`src/ssms_defines.vh`:
```
/*
 Constants for the stepper stage mode selector: register byte offsets,
 field positions, reset values, mode codes, step codes and blink timing.
 Assumes inclusion by bare name from each design file that needs it.
*/
`ifndef SSMS_DEFINES_VH
`define SSMS_DEFINES_VH

// Register byte offsets (one aligned 32-bit word each)
`define SSMS_OFS_CONTROL      5'h00
`define SSMS_OFS_RUN_CURRENT  5'h04
`define SSMS_OFS_STOP_CURRENT 5'h08
`define SSMS_OFS_RESOLUTION   5'h0c
`define SSMS_OFS_STATUS       5'h10

// Control fields
`define SSMS_CTRL_LOCK_BIT    0

// Resolution register fields
`define SSMS_RES_CODE_MSB     3
`define SSMS_RES_DIR_BIT      4

// Status fields
`define SSMS_ST_MODE_LSB      0
`define SSMS_ST_DEACT_BIT     3
`define SSMS_ST_ADDR_LSB      4
`define SSMS_ST_RES_LSB       8
`define SSMS_ST_DIR_BIT       12
`define SSMS_ST_RANGE_BIT     13
`define SSMS_ST_OC_BIT        16
`define SSMS_ST_UV_BIT        17
`define SSMS_ST_OT_BIT        18

// Operating modes, one-hot
`define SSMS_MODE_SWITCH      3'h1
`define SSMS_MODE_BUS         3'h2
`define SSMS_MODE_DEACT       3'h4

// Step resolution codes
`define SSMS_STEP_1           4'h0
`define SSMS_STEP_2           4'h1
`define SSMS_STEP_4           4'h2
`define SSMS_STEP_5           4'h3
`define SSMS_STEP_8           4'h4
`define SSMS_STEP_10          4'h5
`define SSMS_STEP_16          4'h6
`define SSMS_STEP_20          4'h7
`define SSMS_STEP_32          4'h8
`define SSMS_STEP_64          4'h9
`define SSMS_STEP_128         4'ha
`define SSMS_STEP_256         4'hb
`define SSMS_STEP_512         4'hc

// Currents in units of 100 mA
`define SSMS_CUR_MIN          6'h01
`define SSMS_CUR_MAX          6'h32
`define SSMS_CUR_LOW_STEP     6'h01
`define SSMS_CUR_HIGH_STEP    6'h03
`define SSMS_CUR_LOW_BASE     6'h01
`define SSMS_CUR_HIGH_BASE    6'h02

// Reset values
`define SSMS_RST_CURRENT      6'h01
`define SSMS_RST_RES          4'h0
`define SSMS_RST_ADDR         4'h0

// Timing
`define SSMS_CLK_HZ           125000000
`define SSMS_SLOW_HALF_MS     1000
`define SSMS_FAST_HALF_MS     250

`endif

```
`src/ssms_mode_select.v`:
```
/*
 Stepper stage mode selector: decodes the four rotary switches into
 switch, bus or deactivated mode, holds the effective currents, step
 resolution and direction, serves the configuration registers over
 Avalon-MM and drives the bi-colour status LED.
 Assumes all inputs are synchronous to clk; resetIn is the stage's
 external reset input and is level, a rise counts as one reset event.
*/
// Design decisions made here: the placing of the registers and the Avalon-MM register port.
// How it works
// - Switches not all zero and S2..S4 nonzero give switch mode from switches.
// - Bus mode only when switches two, three and four all read zero, or while the bus-exclusive lock is set.
// - In bus mode the address switch gives the address, 0 to F.
// - Some but not all of switches two to four at zero deactivates the stage.
// - With the bus-exclusive lock set, switch settings are ignored.
// - Switch values are sampled on a reset event and in the first cycle after reset.
// - Bus writes work in switch mode too, until a reset reloads switches.
// - In bus mode writes act at once; new resolution waits for reset.
// - Current and step switches use 1 to F; address switch uses 0 to F.
// - Switch currents step 0.1 A in low range, 0.3 A in high range.
// - Switch mode offers full, half, 1/4, 1/5, 1/8, 1/10, 1/20 step.
// - Bus mode offers full through 1/512 step.
// - Bus run and stop currents set separately, 0.1 to 5 A, 100 mA steps.
// - Green steady when the stage is ready and energised.
// - Green blinks at 0.5 Hz while the stage is deactivated.
// - Red steady on overcurrent, 0.5 Hz on undervoltage, 2 Hz overtemperature.
// - After reset the lock is clear and defaults apply.
`timescale 1ns/1ps
`include "ssms_defines.vh"

module ssms_mode_select #(
    parameter SLOW_HALF_CYCLES = `SSMS_CLK_HZ / 1000 * `SSMS_SLOW_HALF_MS,
    parameter FAST_HALF_CYCLES = `SSMS_CLK_HZ / 1000 * `SSMS_FAST_HALF_MS
) (
    // Clock and reset
    input  wire        clk,
    input  wire        reset,
    // Avalon-MM slave
    input  wire [4:0]  avsAddress,
    input  wire        avsRead,
    input  wire        avsWrite,
    input  wire [31:0] avsWriteData,
    input  wire [3:0]  avsByteEnable,
    output reg  [31:0] avsReadData,
    output wire        avsWaitRequest,
    // Front panel
    input  wire [3:0]  address_switch,
    input  wire [3:0]  run_current_switch,
    input  wire [3:0]  stop_current_switch,
    input  wire [3:0]  resolution_direction_switch,
    input  wire        rangeHigh,
    input  wire        resetIn,
    // Stage state
    input  wire        activation,
    input  wire        overCurrent,
    input  wire        underVoltage,
    input  wire        overTemperature,
    // Effective settings
    output reg  [2:0]  opMode,
    output reg  [3:0]  busAddress,
    output reg  [5:0]  runCurrent,
    output reg  [5:0]  stopCurrent,
    output reg  [3:0]  stepResolution,
    output reg         reverseDirection,
    output reg         stageDisabled,
    // Status LED
    output reg         ledGreen,
    output reg         ledRed
);
    // Bus handshake: one wait cycle, then the answer
    reg ack_q;
    wire busReq  = avsRead | avsWrite;
    wire accept  = busReq & ack_q;
    wire wrTaken = avsWrite & ack_q & avsByteEnable[0];
    assign avsWaitRequest = busReq & ~ack_q;

    reg       lock_q;
    reg       resetIn_q;
    reg       load_q;
    reg [3:0] pendRes_q;
    wire      resetEvent = resetIn & ~resetIn_q;

    // Switch decoding
    wire s2Zero = (run_current_switch == 4'h0);
    wire s3Zero = (stop_current_switch == 4'h0);
    wire s4Zero = (resolution_direction_switch == 4'h0);
    wire allZero = s2Zero & s3Zero & s4Zero;
    wire anyZero = s2Zero | s3Zero | s4Zero;
    reg  [2:0] decodedMode;

    always @* begin
        if (allZero)
            decodedMode = `SSMS_MODE_BUS;
        else if (anyZero)
            decodedMode = `SSMS_MODE_DEACT;
        else
            decodedMode = `SSMS_MODE_SWITCH;
    end

    wire [5:0] runSwCur;
    wire [5:0] stopSwCur;

    ssms_current_map runMap (
        .position  (run_current_switch),
        .rangeHigh (rangeHigh),
        .tenthAmps (runSwCur)
    );

    ssms_current_map stopMap (
        .position  (stop_current_switch),
        .rangeHigh (rangeHigh),
        .tenthAmps (stopSwCur)
    );

    // Step switch: 1..7 forward, 8..E reverse, F reverse full step
    reg [3:0] swRes;
    reg       swDir;
    always @* begin
        swDir = (resolution_direction_switch >= 4'h8);
        case (resolution_direction_switch)
            4'h1, 4'h8, 4'hf: swRes = `SSMS_STEP_1;
            4'h2, 4'h9:       swRes = `SSMS_STEP_2;
            4'h3, 4'ha:       swRes = `SSMS_STEP_4;
            4'h4, 4'hb:       swRes = `SSMS_STEP_5;
            4'h5, 4'hc:       swRes = `SSMS_STEP_8;
            4'h6, 4'hd:       swRes = `SSMS_STEP_10;
            4'h7, 4'he:       swRes = `SSMS_STEP_20;
            default:          swRes = `SSMS_STEP_1;
        endcase
    end

    // Bus current writes are clamped into the legal range
    wire [5:0] wrCur = avsWriteData[5:0];
    wire [5:0] wrCurClamped = (wrCur < `SSMS_CUR_MIN) ? `SSMS_CUR_MIN :
                              (wrCur > `SSMS_CUR_MAX) ? `SSMS_CUR_MAX : wrCur;
    wire [3:0] wrRes = avsWriteData[`SSMS_RES_CODE_MSB:0];
    wire       wrResOk = (wrRes <= `SSMS_STEP_512);
    wire       inBus = opMode[1];

    always @(posedge clk) begin
        if (reset) begin
            ack_q            <= 1'b0;
            lock_q           <= 1'b0;
            resetIn_q        <= 1'b0;
            load_q           <= 1'b1;
            pendRes_q        <= `SSMS_RST_RES;
            opMode           <= `SSMS_MODE_DEACT;
            busAddress       <= `SSMS_RST_ADDR;
            runCurrent       <= `SSMS_RST_CURRENT;
            stopCurrent      <= `SSMS_RST_CURRENT;
            stepResolution   <= `SSMS_RST_RES;
            reverseDirection <= 1'b0;
        end else begin
            ack_q     <= busReq & ~ack_q;
            resetIn_q <= resetIn;
            // Switches are caught one cycle after a reset, never while running
            load_q    <= resetEvent;
            if (load_q) begin
                if (lock_q) begin
                    opMode         <= `SSMS_MODE_BUS;
                    stepResolution <= pendRes_q;
                end else begin
                    opMode     <= decodedMode;
                    busAddress <= address_switch;
                    case (decodedMode)
                        `SSMS_MODE_SWITCH: begin
                            runCurrent       <= runSwCur;
                            stopCurrent      <= stopSwCur;
                            stepResolution   <= swRes;
                            reverseDirection <= swDir;
                            pendRes_q        <= swRes;
                        end
                        `SSMS_MODE_BUS: begin
                            stepResolution <= pendRes_q;
                        end
                        default: begin
                        end
                    endcase
                end
            end
            // Bus writes come last so a write in the load cycle survives
            if (wrTaken) begin
                case (avsAddress)
                    `SSMS_OFS_CONTROL:
                        lock_q <= avsWriteData[`SSMS_CTRL_LOCK_BIT];
                    `SSMS_OFS_RUN_CURRENT:
                        runCurrent <= wrCurClamped;
                    `SSMS_OFS_STOP_CURRENT:
                        stopCurrent <= wrCurClamped;
                    `SSMS_OFS_RESOLUTION: begin
                        reverseDirection <= avsWriteData[`SSMS_RES_DIR_BIT];
                        if (wrResOk) begin
                            pendRes_q <= wrRes;
                            if (!inBus)
                                stepResolution <= wrRes;
                        end
                    end
                    default: begin
                    end
                endcase
            end
        end
    end

    // Read data is formed in the wait cycle and stands in the answer cycle
    reg [31:0] rdMux;
    always @* begin
        rdMux = 32'h0;
        case (avsAddress)
            `SSMS_OFS_CONTROL:      rdMux[`SSMS_CTRL_LOCK_BIT] = lock_q;
            `SSMS_OFS_RUN_CURRENT:  rdMux[5:0] = runCurrent;
            `SSMS_OFS_STOP_CURRENT: rdMux[5:0] = stopCurrent;
            `SSMS_OFS_RESOLUTION: begin
                rdMux[`SSMS_RES_CODE_MSB:0] = pendRes_q;
                rdMux[`SSMS_RES_DIR_BIT]    = reverseDirection;
            end
            `SSMS_OFS_STATUS: begin
                rdMux[`SSMS_ST_MODE_LSB+2:`SSMS_ST_MODE_LSB] = opMode;
                rdMux[`SSMS_ST_DEACT_BIT]                    = stageDisabled;
                rdMux[`SSMS_ST_ADDR_LSB+3:`SSMS_ST_ADDR_LSB] = busAddress;
                rdMux[`SSMS_ST_RES_LSB+3:`SSMS_ST_RES_LSB]   = stepResolution;
                rdMux[`SSMS_ST_DIR_BIT]                      = reverseDirection;
                rdMux[`SSMS_ST_RANGE_BIT]                    = rangeHigh;
                rdMux[`SSMS_ST_OC_BIT]                       = overCurrent;
                rdMux[`SSMS_ST_UV_BIT]                       = underVoltage;
                rdMux[`SSMS_ST_OT_BIT]                       = overTemperature;
            end
            default: rdMux = 32'h0;
        endcase
    end

    always @(posedge clk) begin
        if (reset)
            avsReadData <= 32'h0;
        else if (avsRead & ~ack_q)
            avsReadData <= rdMux;
        else if (accept)
            avsReadData <= avsReadData;
    end

    // LED time base
    wire slowPhase;
    wire fastPhase;

    ssms_blink #(.HALF_CYCLES(SLOW_HALF_CYCLES)) slowBlink (
        .clk   (clk),
        .reset (reset),
        .phase (slowPhase)
    );

    ssms_blink #(.HALF_CYCLES(FAST_HALF_CYCLES)) fastBlink (
        .clk   (clk),
        .reset (reset),
        .phase (fastPhase)
    );

    wire anyFault = overCurrent | underVoltage | overTemperature;
    wire deact    = opMode[2] | ~activation;

    always @(posedge clk) begin
        if (reset) begin
            stageDisabled <= 1'b1;
            ledGreen      <= 1'b0;
            ledRed        <= 1'b0;
        end else begin
            stageDisabled <= deact | anyFault;
            // A fault darkens green so the colours never mix
            if (anyFault)
                ledGreen <= 1'b0;
            else if (deact)
                ledGreen <= slowPhase;
            else
                ledGreen <= 1'b1;
            // Overcurrent is the most severe, so it masks the blink codes
            if (overCurrent)
                ledRed <= 1'b1;
            else if (overTemperature)
                ledRed <= fastPhase;
            else if (underVoltage)
                ledRed <= slowPhase;
            else
                ledRed <= 1'b0;
        end
    end
endmodule // ssms_mode_select

```
`src/ssms_current_map.v`:
```
/*
 Maps one current switch position to a current in 100 mA units.
 Assumes position 1..F; position 0 is never used in switch mode.
*/
`timescale 1ns/1ps
`include "ssms_defines.vh"

module ssms_current_map (
    // Switch
    input  wire [3:0] position,
    input  wire       rangeHigh,
    // Result
    output reg  [5:0] tenthAmps
);
    wire [5:0] pos6 = {2'h0, position} - 6'h01;

    always @* begin
        if (rangeHigh)
            tenthAmps = `SSMS_CUR_HIGH_BASE + pos6 * `SSMS_CUR_HIGH_STEP;
        else
            tenthAmps = `SSMS_CUR_LOW_BASE + pos6 + `SSMS_CUR_LOW_STEP;
    end
endmodule // ssms_current_map

```
`src/ssms_blink.v`:
```
/*
 Blink time base: divides the clock to a tick pulse and toggles a phase.
 Assumes HALF_CYCLES is at least 2.
*/
`timescale 1ns/1ps

module ssms_blink #(
    parameter HALF_CYCLES = 125000000
) (
    // Clock and reset
    input  wire clk,
    input  wire reset,
    // Blink phase
    output reg  phase
);
    localparam CW = $clog2(HALF_CYCLES);
    localparam integer  LAST_INT = HALF_CYCLES - 1;
    localparam [CW-1:0] LAST     = LAST_INT[CW-1:0];

    reg  [CW-1:0] count_q;
    wire          tick = (count_q == LAST);

    always @(posedge clk) begin
        if (reset) begin
            count_q <= {CW{1'b0}};
            phase   <= 1'b0;
        end else begin
            count_q <= tick ? {CW{1'b0}} : count_q + 1'b1;
            if (tick)
                phase <= ~phase;
        end
    end
endmodule // ssms_blink

```
`config.mk`:
```
export PLATFORM = sky130hd
export DESIGN_NAME = ssms_mode_select
export DESIGN_NICKNAME = d
export VERILOG_FILES = /design/src/ssms_mode_select.v /design/src/ssms_current_map.v /design/src/ssms_blink.v
export VERILOG_INCLUDE_DIRS = /design/src
export SDC_FILE = /design/constraint.sdc
export NUM_CORES = 1
export LEC_CHECK = 0
export BUFFER_PORTS_ARGS = -buffer_cell sky130_fd_sc_hd__buf_2
export CORE_ASPECT_RATIO = 0.75
export CORE_MARGIN = 2
export CORE_UTILIZATION = 50
export CTS_BUF_LIST = sky130_fd_sc_hd__clkbuf_4
export CTS_CLUSTER_DIAMETER = 60
export DETAILED_ROUTE_END_ITERATION = 10
export HOLD_SLACK_MARGIN = 0.12
export PLACE_DENSITY = 0.75
export SLEW_MARGIN = 20
export SYNTH_ARGS = -nofsm -noshare
export SYNTH_HDL_FRONTEND = slang
export SYNTH_SLANG_ARGS = --single-unit
```
`constraint.sdc`:
```
create_clock -name clk -period 4.99 [get_ports clk]
set_input_delay 0.998 -clock clk [delete_from_list [all_inputs] [get_ports clk]]
set_output_delay 0.998 -clock clk [all_outputs]
set_load 0.01 [all_outputs]
```
# Yosys cells after proc, flatten, opt, wreduce, memory -nomap -nowiden
# Memories as Yosys holds them, arrays and structs flattened.
# Cells that the tools add are included.
[totals]
ff_bits = 106
rom_bits = 48
in_bits = 67
out_inout_bits = 60
wordCells = 117
memories = 1
[op_classes]
n_addsub = 10
mul = 2
order_cmp = 4
eq_ne = 8
mux = 44
bitwise_logic = 20
reduce_logical = 9
[memory_table]
columns = ["name", "words", "width", "read_ports", "rd_ports_with_merged_regs", "write_ports", "line_no", "source"]
rows = [
  ["(name not given)", 16, 3, 1, 0, 0, "ssms_mode_select.v:120", "case (resolution_direction_switch)"],
]
[ops]
columns = ["op", "n"]
rows = [
  ["$mux W6", 14],
  ["$mux W4", 12],
  ["$add A27 B1 Y27 const B", 1],
  ["$eq A27 B27 Y1 const B", 1],
  ["$add A25 B1 Y25 const B", 1],
  ["$eq A25 B25 Y1 const B", 1],
  ["$pmux W4 S4", 1],
  ["$add A1 B6 Y6 const A", 2],
  ["$add A2 B6 Y6 const A", 2],
  ["$add A6 B1 Y6 const B", 2],
  ["$logic_not A4 Y1", 3],
  ["$mul A6 B2 Y6 const B", 2],
  ["$mux W3", 4],
  ["$eq A5 B4 Y1 const B", 2],
  ["$sub A4 B1 Y5 const B", 2],
  ["$mux W1", 9],
  ["$mux W8", 1],
  ["$pmux W4 S2", 1],
  ["$and A1 B1 Y1", 7],
  ["$or A1 B1 Y1", 7],
  ["$gt A6 B6 Y1 const B", 1],
  ["$lt A6 B1 Y1 const B", 1],
  ["$not A1 Y1", 6],
  ["$reduce_or A2 Y1", 3],
  ["10 further kinds", 11],
]

# Depth between registers and ports, before layout
[logic_depth]
word_depth = 13
ltp_mapped = 13

# Cells and area by module
# Synthesis repeated with hierarchy kept, for this count alone.
[hier_totals]
cells_unflattened = 712
area_unflattened_um2 = 6175.9
[by_module_without_submodules]
columns = ["mod", "n_inst", "cells_each", "area_per_inst_um2", "seq_area_each_um2"]
rows = [
  ["ssms_mode_select", 1, 325, 2816.5, 1041.0],
  ["ssms_blink at slowBlink", 1, 151, 1318.8, 560.5],
  ["ssms_blink at fastBlink", 1, 140, 1237.4, 520.5],
  ["ssms_current_map", 2, 48, 401.6, 0.0],
]

# Worst setup path after synthesis
# Ideal clock, no wire load.
[synth_timing]
path_kind = "input port to flip-flop"
startpoint = "in stop_current_switch[0]"
endpoint = "reg stopCurrent[4]"
setup_time_ns = 0.070
arrival_ns = 2.883
path_slack_ns = 2.036
cell_stages = 13
cell_sequence = "inv_1 -> ha_1 -> buf_2 -> xor2_1 -> ha_1 -> ha_1 -> inv_1 -> fa_1 -> xor2_1 -> nand2_1 -> o31ai_1 -> a21o_1 -> a21oi_1"
[synth_via]
elab_chain_len = 11
elab_cells_between_ends = 19
cone_classes = "add/sub: 4; mul: 1; eq/ne: 1; mux: 8; bitwise: 4; reduce/logical: 1"
[synth_lines]
columns = ["item", "line_no", "source"]
rows = [
  ["from (decl)", "ssms_mode_select.v:49", "input wire [3:0] stop_current_switch,"],
  ["parallel branches: the longest is 6 deep, another holds $mul A6 B2 Y6", "--", ""],
  ["$mux W6 *", "ssms_mode_select.v:165", "case (decodedMode)"],
  ["$mux W6 *", "ssms_mode_select.v:159", "if (lock_q) begin"],
  ["$mux W6 *", "ssms_mode_select.v:158", "if (load_q) begin"],
  ["$mux W6", "ssms_mode_select.v:183", "case (avsAddress)"],
  ["$mux W6 *", "ssms_mode_select.v:182", "if (wrTaken) begin"],
  ["to (signal assigned)", "ssms_mode_select.v:150", "stopCurrent <= `SSMS_RST_CURRENT;"],
  ["to (signal assigned)", "ssms_mode_select.v:168", "stopCurrent <= stopSwCur;"],
  ["to (signal assigned)", "ssms_mode_select.v:189", "stopCurrent <= wrCurClamped;"],
  ["to (decl)", "ssms_mode_select.v:62", "output reg [5:0] stopCurrent,"],
]
# Mark *: on every way between the ends.
# A chain may end at the register's enable or synchronous reset.

# Worst setup path in the final report
[layout_timing]
startpoint = "reg load_q"
endpoint = "reg stopCurrent[5]"
[layout_via]
elab_chain_len = 3
[layout_lines]
columns = ["item", "line_no", "source"]
rows = [
  ["from (decl)", "ssms_mode_select.v:79", "reg load_q;"],
  ["from (signal assigned)", "ssms_mode_select.v:157", "load_q <= resetEvent;"],
  ["$mux W6 *", "ssms_mode_select.v:158", ""],
  ["$mux W6", "ssms_mode_select.v:183", ""],
  ["$mux W6 *", "ssms_mode_select.v:182", ""],
]
# Mark *: on every way between the ends. The rest lies on a longest branch, timed or not.

==> flow_summary.ini <==
[yosys]
synth.area.mux_share_pct = 3.304
synth_compound_area_share_pct = 11.63
synth_edf_count = 0
avgSynthCellArea_um2 = 8.305
postSynthCellCount = 684
synthAdderAreaFrac_pct = 4.449
yosys_warnings = 0
synth-seq-cells = 106
async_flop_share_pct = 0
synth_cell_type_count = 57
synth_seq_area_share_pct = 37.36
yosys.area_share.simple_pct = 26.34
syn_area_um2 = 5680
synth_ff_type = dfxtp_1
synth-xor-area-share_pct = 9.868
synth_top_family_by_area = simple AND/OR/NAND/NOR gates

[grt]
grt_pass1_vias = 4615
grt_max_degree = 56
overflow = 0
grt_pass1_wl_mm = 23.05
antenna_found_initial = 0
track_usage_pct = 23.78

[worst_setup_path]
crit_arrival_ns = 3.39
reg2regPathDepth = 4
crit_path_start = load_q
start_kind = flip-flop
worstPathMaxFanout = 14
crit_family = simple AND/OR/NAND/NOR gates
worstSetupPathDepth = 4
critical_path_class = reg -> reg
cp.buffers_inverters = 0
crit_required_ns = 5.39
end_kind = flip-flop
r2r-start = load_q
path_cells = nor2b_1 -> nand4_1 -> or3_1 -> a211oi_1
critPathSlowestCell = nor2b_1
critPathMaxStageDelay_ns = 0.86

[die]
die_height_um = 96.31
fp.dieArea_um2 = 12240
num_io_pins = 127
coreArea_um2 = 10980
die_w_um = 127.1
initial_utilization_pct = 51.72
rows = 33

[power_and_ir_drop]
p_int_uw = 1083
power_frac_comb_pct = 17.3
leakage_uw = 0.002513
p_sw_uw = 477.1
peakVddDrop_mv = 0.1161
p_per_area_nw_per_um2 = 253.2
p_clk_share_pct = 24.7
power_uw = 1560
swShare_pct = 30.58
pwr-share-seq_pct = 57.9

[layout]
fill_cells = 985
finalNonFillerCells = 890
drive_above_1_share_pct = 15.07
multi_input_area_um2 = 3214
fin_nets = 831
regArea_um2 = 2122
n_antenna_cell = 0
areaGrowthSynthToFinish_pct = 8.480

[clock_network]
clk_latency_ns = 0.48
htree_levels = 3
cts_sinks = 106
cts_root_buf = clkbuf_4
ctsResizeCount = 0
postCtsSetupRepairBufs = 0
cts_tree = done
cts_buffer_depth = 2
cts_made_buffers = 9
clk_pin_slew_worst_paths_ns = 0.16
postCtsHoldBufs = 0

[sta]
rsz0062_at_grt = false
max_freq_mhz = 333.9
post-route-min-period_ns = 2.995
setup_tns_ns = 0
hold_viol = 0
setup_viol = 0
timing.slew.headroom_pct = 29.67
worst_pin_slew_ns = 1.053
finalCritPeriodShare_pct = 60.01
skew_ns = 0.01561
setup_ws_ns = 1.995
report.final.slew_viol_count = 0

[placement]
io_buffers = 82
dp.cells = 874
place_congestion = 0.9559
place_ws_ns = 1.616
dp_hpwl_mm = 10.73

[routing]
vias = 5085
via_per_inst = 5.713
wl_mm = 14.38
drc = 0
ant_nets = 0
post_drt_wl_per_cell_um = 16.15
firstDrtPassIters = 6
dr.first_iter.drc_count = 563

[run_status]
outcome = finished clean

[job]
maxCapViolCount = 0

[worst_hold_path]
whs_path_depth = 2
hold_class = reg -> reg
min-delay-start = avsReadData[17]
## cells in the final DEF (no fill, tap or decap), types with 15 or more instances in the layout
cell / instances
a21oi_1: 29
dfxtp_1: 106
xnor2_1: 32
xor2_1: 32
nand3_1: 48
inv_1: 30
nor2_1: 102
ha_1: 17
buf_2: 82
nand2_1: 61
nor3_1: 15
conb_1: 15
## flip-flops by register name, summed over array words and instances (netlist names), 3 cells and up
register,flops
slowBlink.count_q,27
fastBlink.count_q,25
avsReadData,17
runCurrent,6
stopCurrent,6
busAddress,4
pendRes_q,4
stepResolution,4
opMode,3
## Yosys cell counts, types with 15 or more instances
master      n  share of area, %
nor2_1    102               6.7
nand2_1    61               4.0
xnor2_1    32               4.9
dfxtp_1   106                37
a21oi_1    29               2.6
nor3_1     15               1.3
xor2_1     32               4.9
nand3_1    48               4.2
inv_1      30               2.0
ha_1       17               3.7
clkbuf_1   17               1.1
buf_4      16               2.1
## worst paths after layout
kind,end,slack [ns]
max,stopCurrent[5],2.00
min,avsReadData[17],0.46
max reg2reg,stopCurrent[5],2.00
min reg2reg,avsReadData[17],0.46
## final cells by class
class	instances	area share, %
clock inverters	7	0.7310
inverters	30	1.827
multi-input cells	514	52.16
repair buffers	84	6.904
clock buffers	9	1.096
well taps	140	2.843
flip-flops and latches	106	34.44
## metal layers
layer	vias to the layer above	wire length [um]	track usage (%)
met4	0	319	7.967
met2	194	6095	35.80
met5	-	0	0
met3	28	1147	5.559
li1	2461	-	-
met1	2402	6814	33.66
## power by group through the flow
stage | Combinational, uW | Clock [uW] | Sequential (uW)
detailed placement | 266 | 0 | 921
finish | 271 | 386 | 904
CTS | 267 | 395 | 903
global placement | 254 | 0 | 920
floorplan | 184 | 0 | 921
global route | 298 | 427 | 906
## kinds of logic after synthesis
group,after synthesis
other,1
muxes,16
AOI/OAI and AO/OA,97
and+or+nand+nor,303
xor gates and xnor gates,64
adders and majority gates,19
DFF,106
buffers and inverters,78
## worst register-to-register path: cells and delay by family (launching register included)
kind | cells | cell delay, ns
simple gates | 3 | 2.30
flops | 1 | 0.44
compound gates | 1 | 0.19
## per-stage QoR
step           instance area, um^2  hold WS (ns)  utilization (%)
5_1_grt                       6162        0.4793            56.11
3_3_place_gp                  6050        0.4383            55.08
2_1_floorplan                 5733        0.4261                -
6_report                      6162        0.4612            56.11
3_5_place_dp                  6050        0.4435            55.08
4_1_cts                       6162        0.4625            56.11
Note: power is estimated with default switching activity, not from simulation.
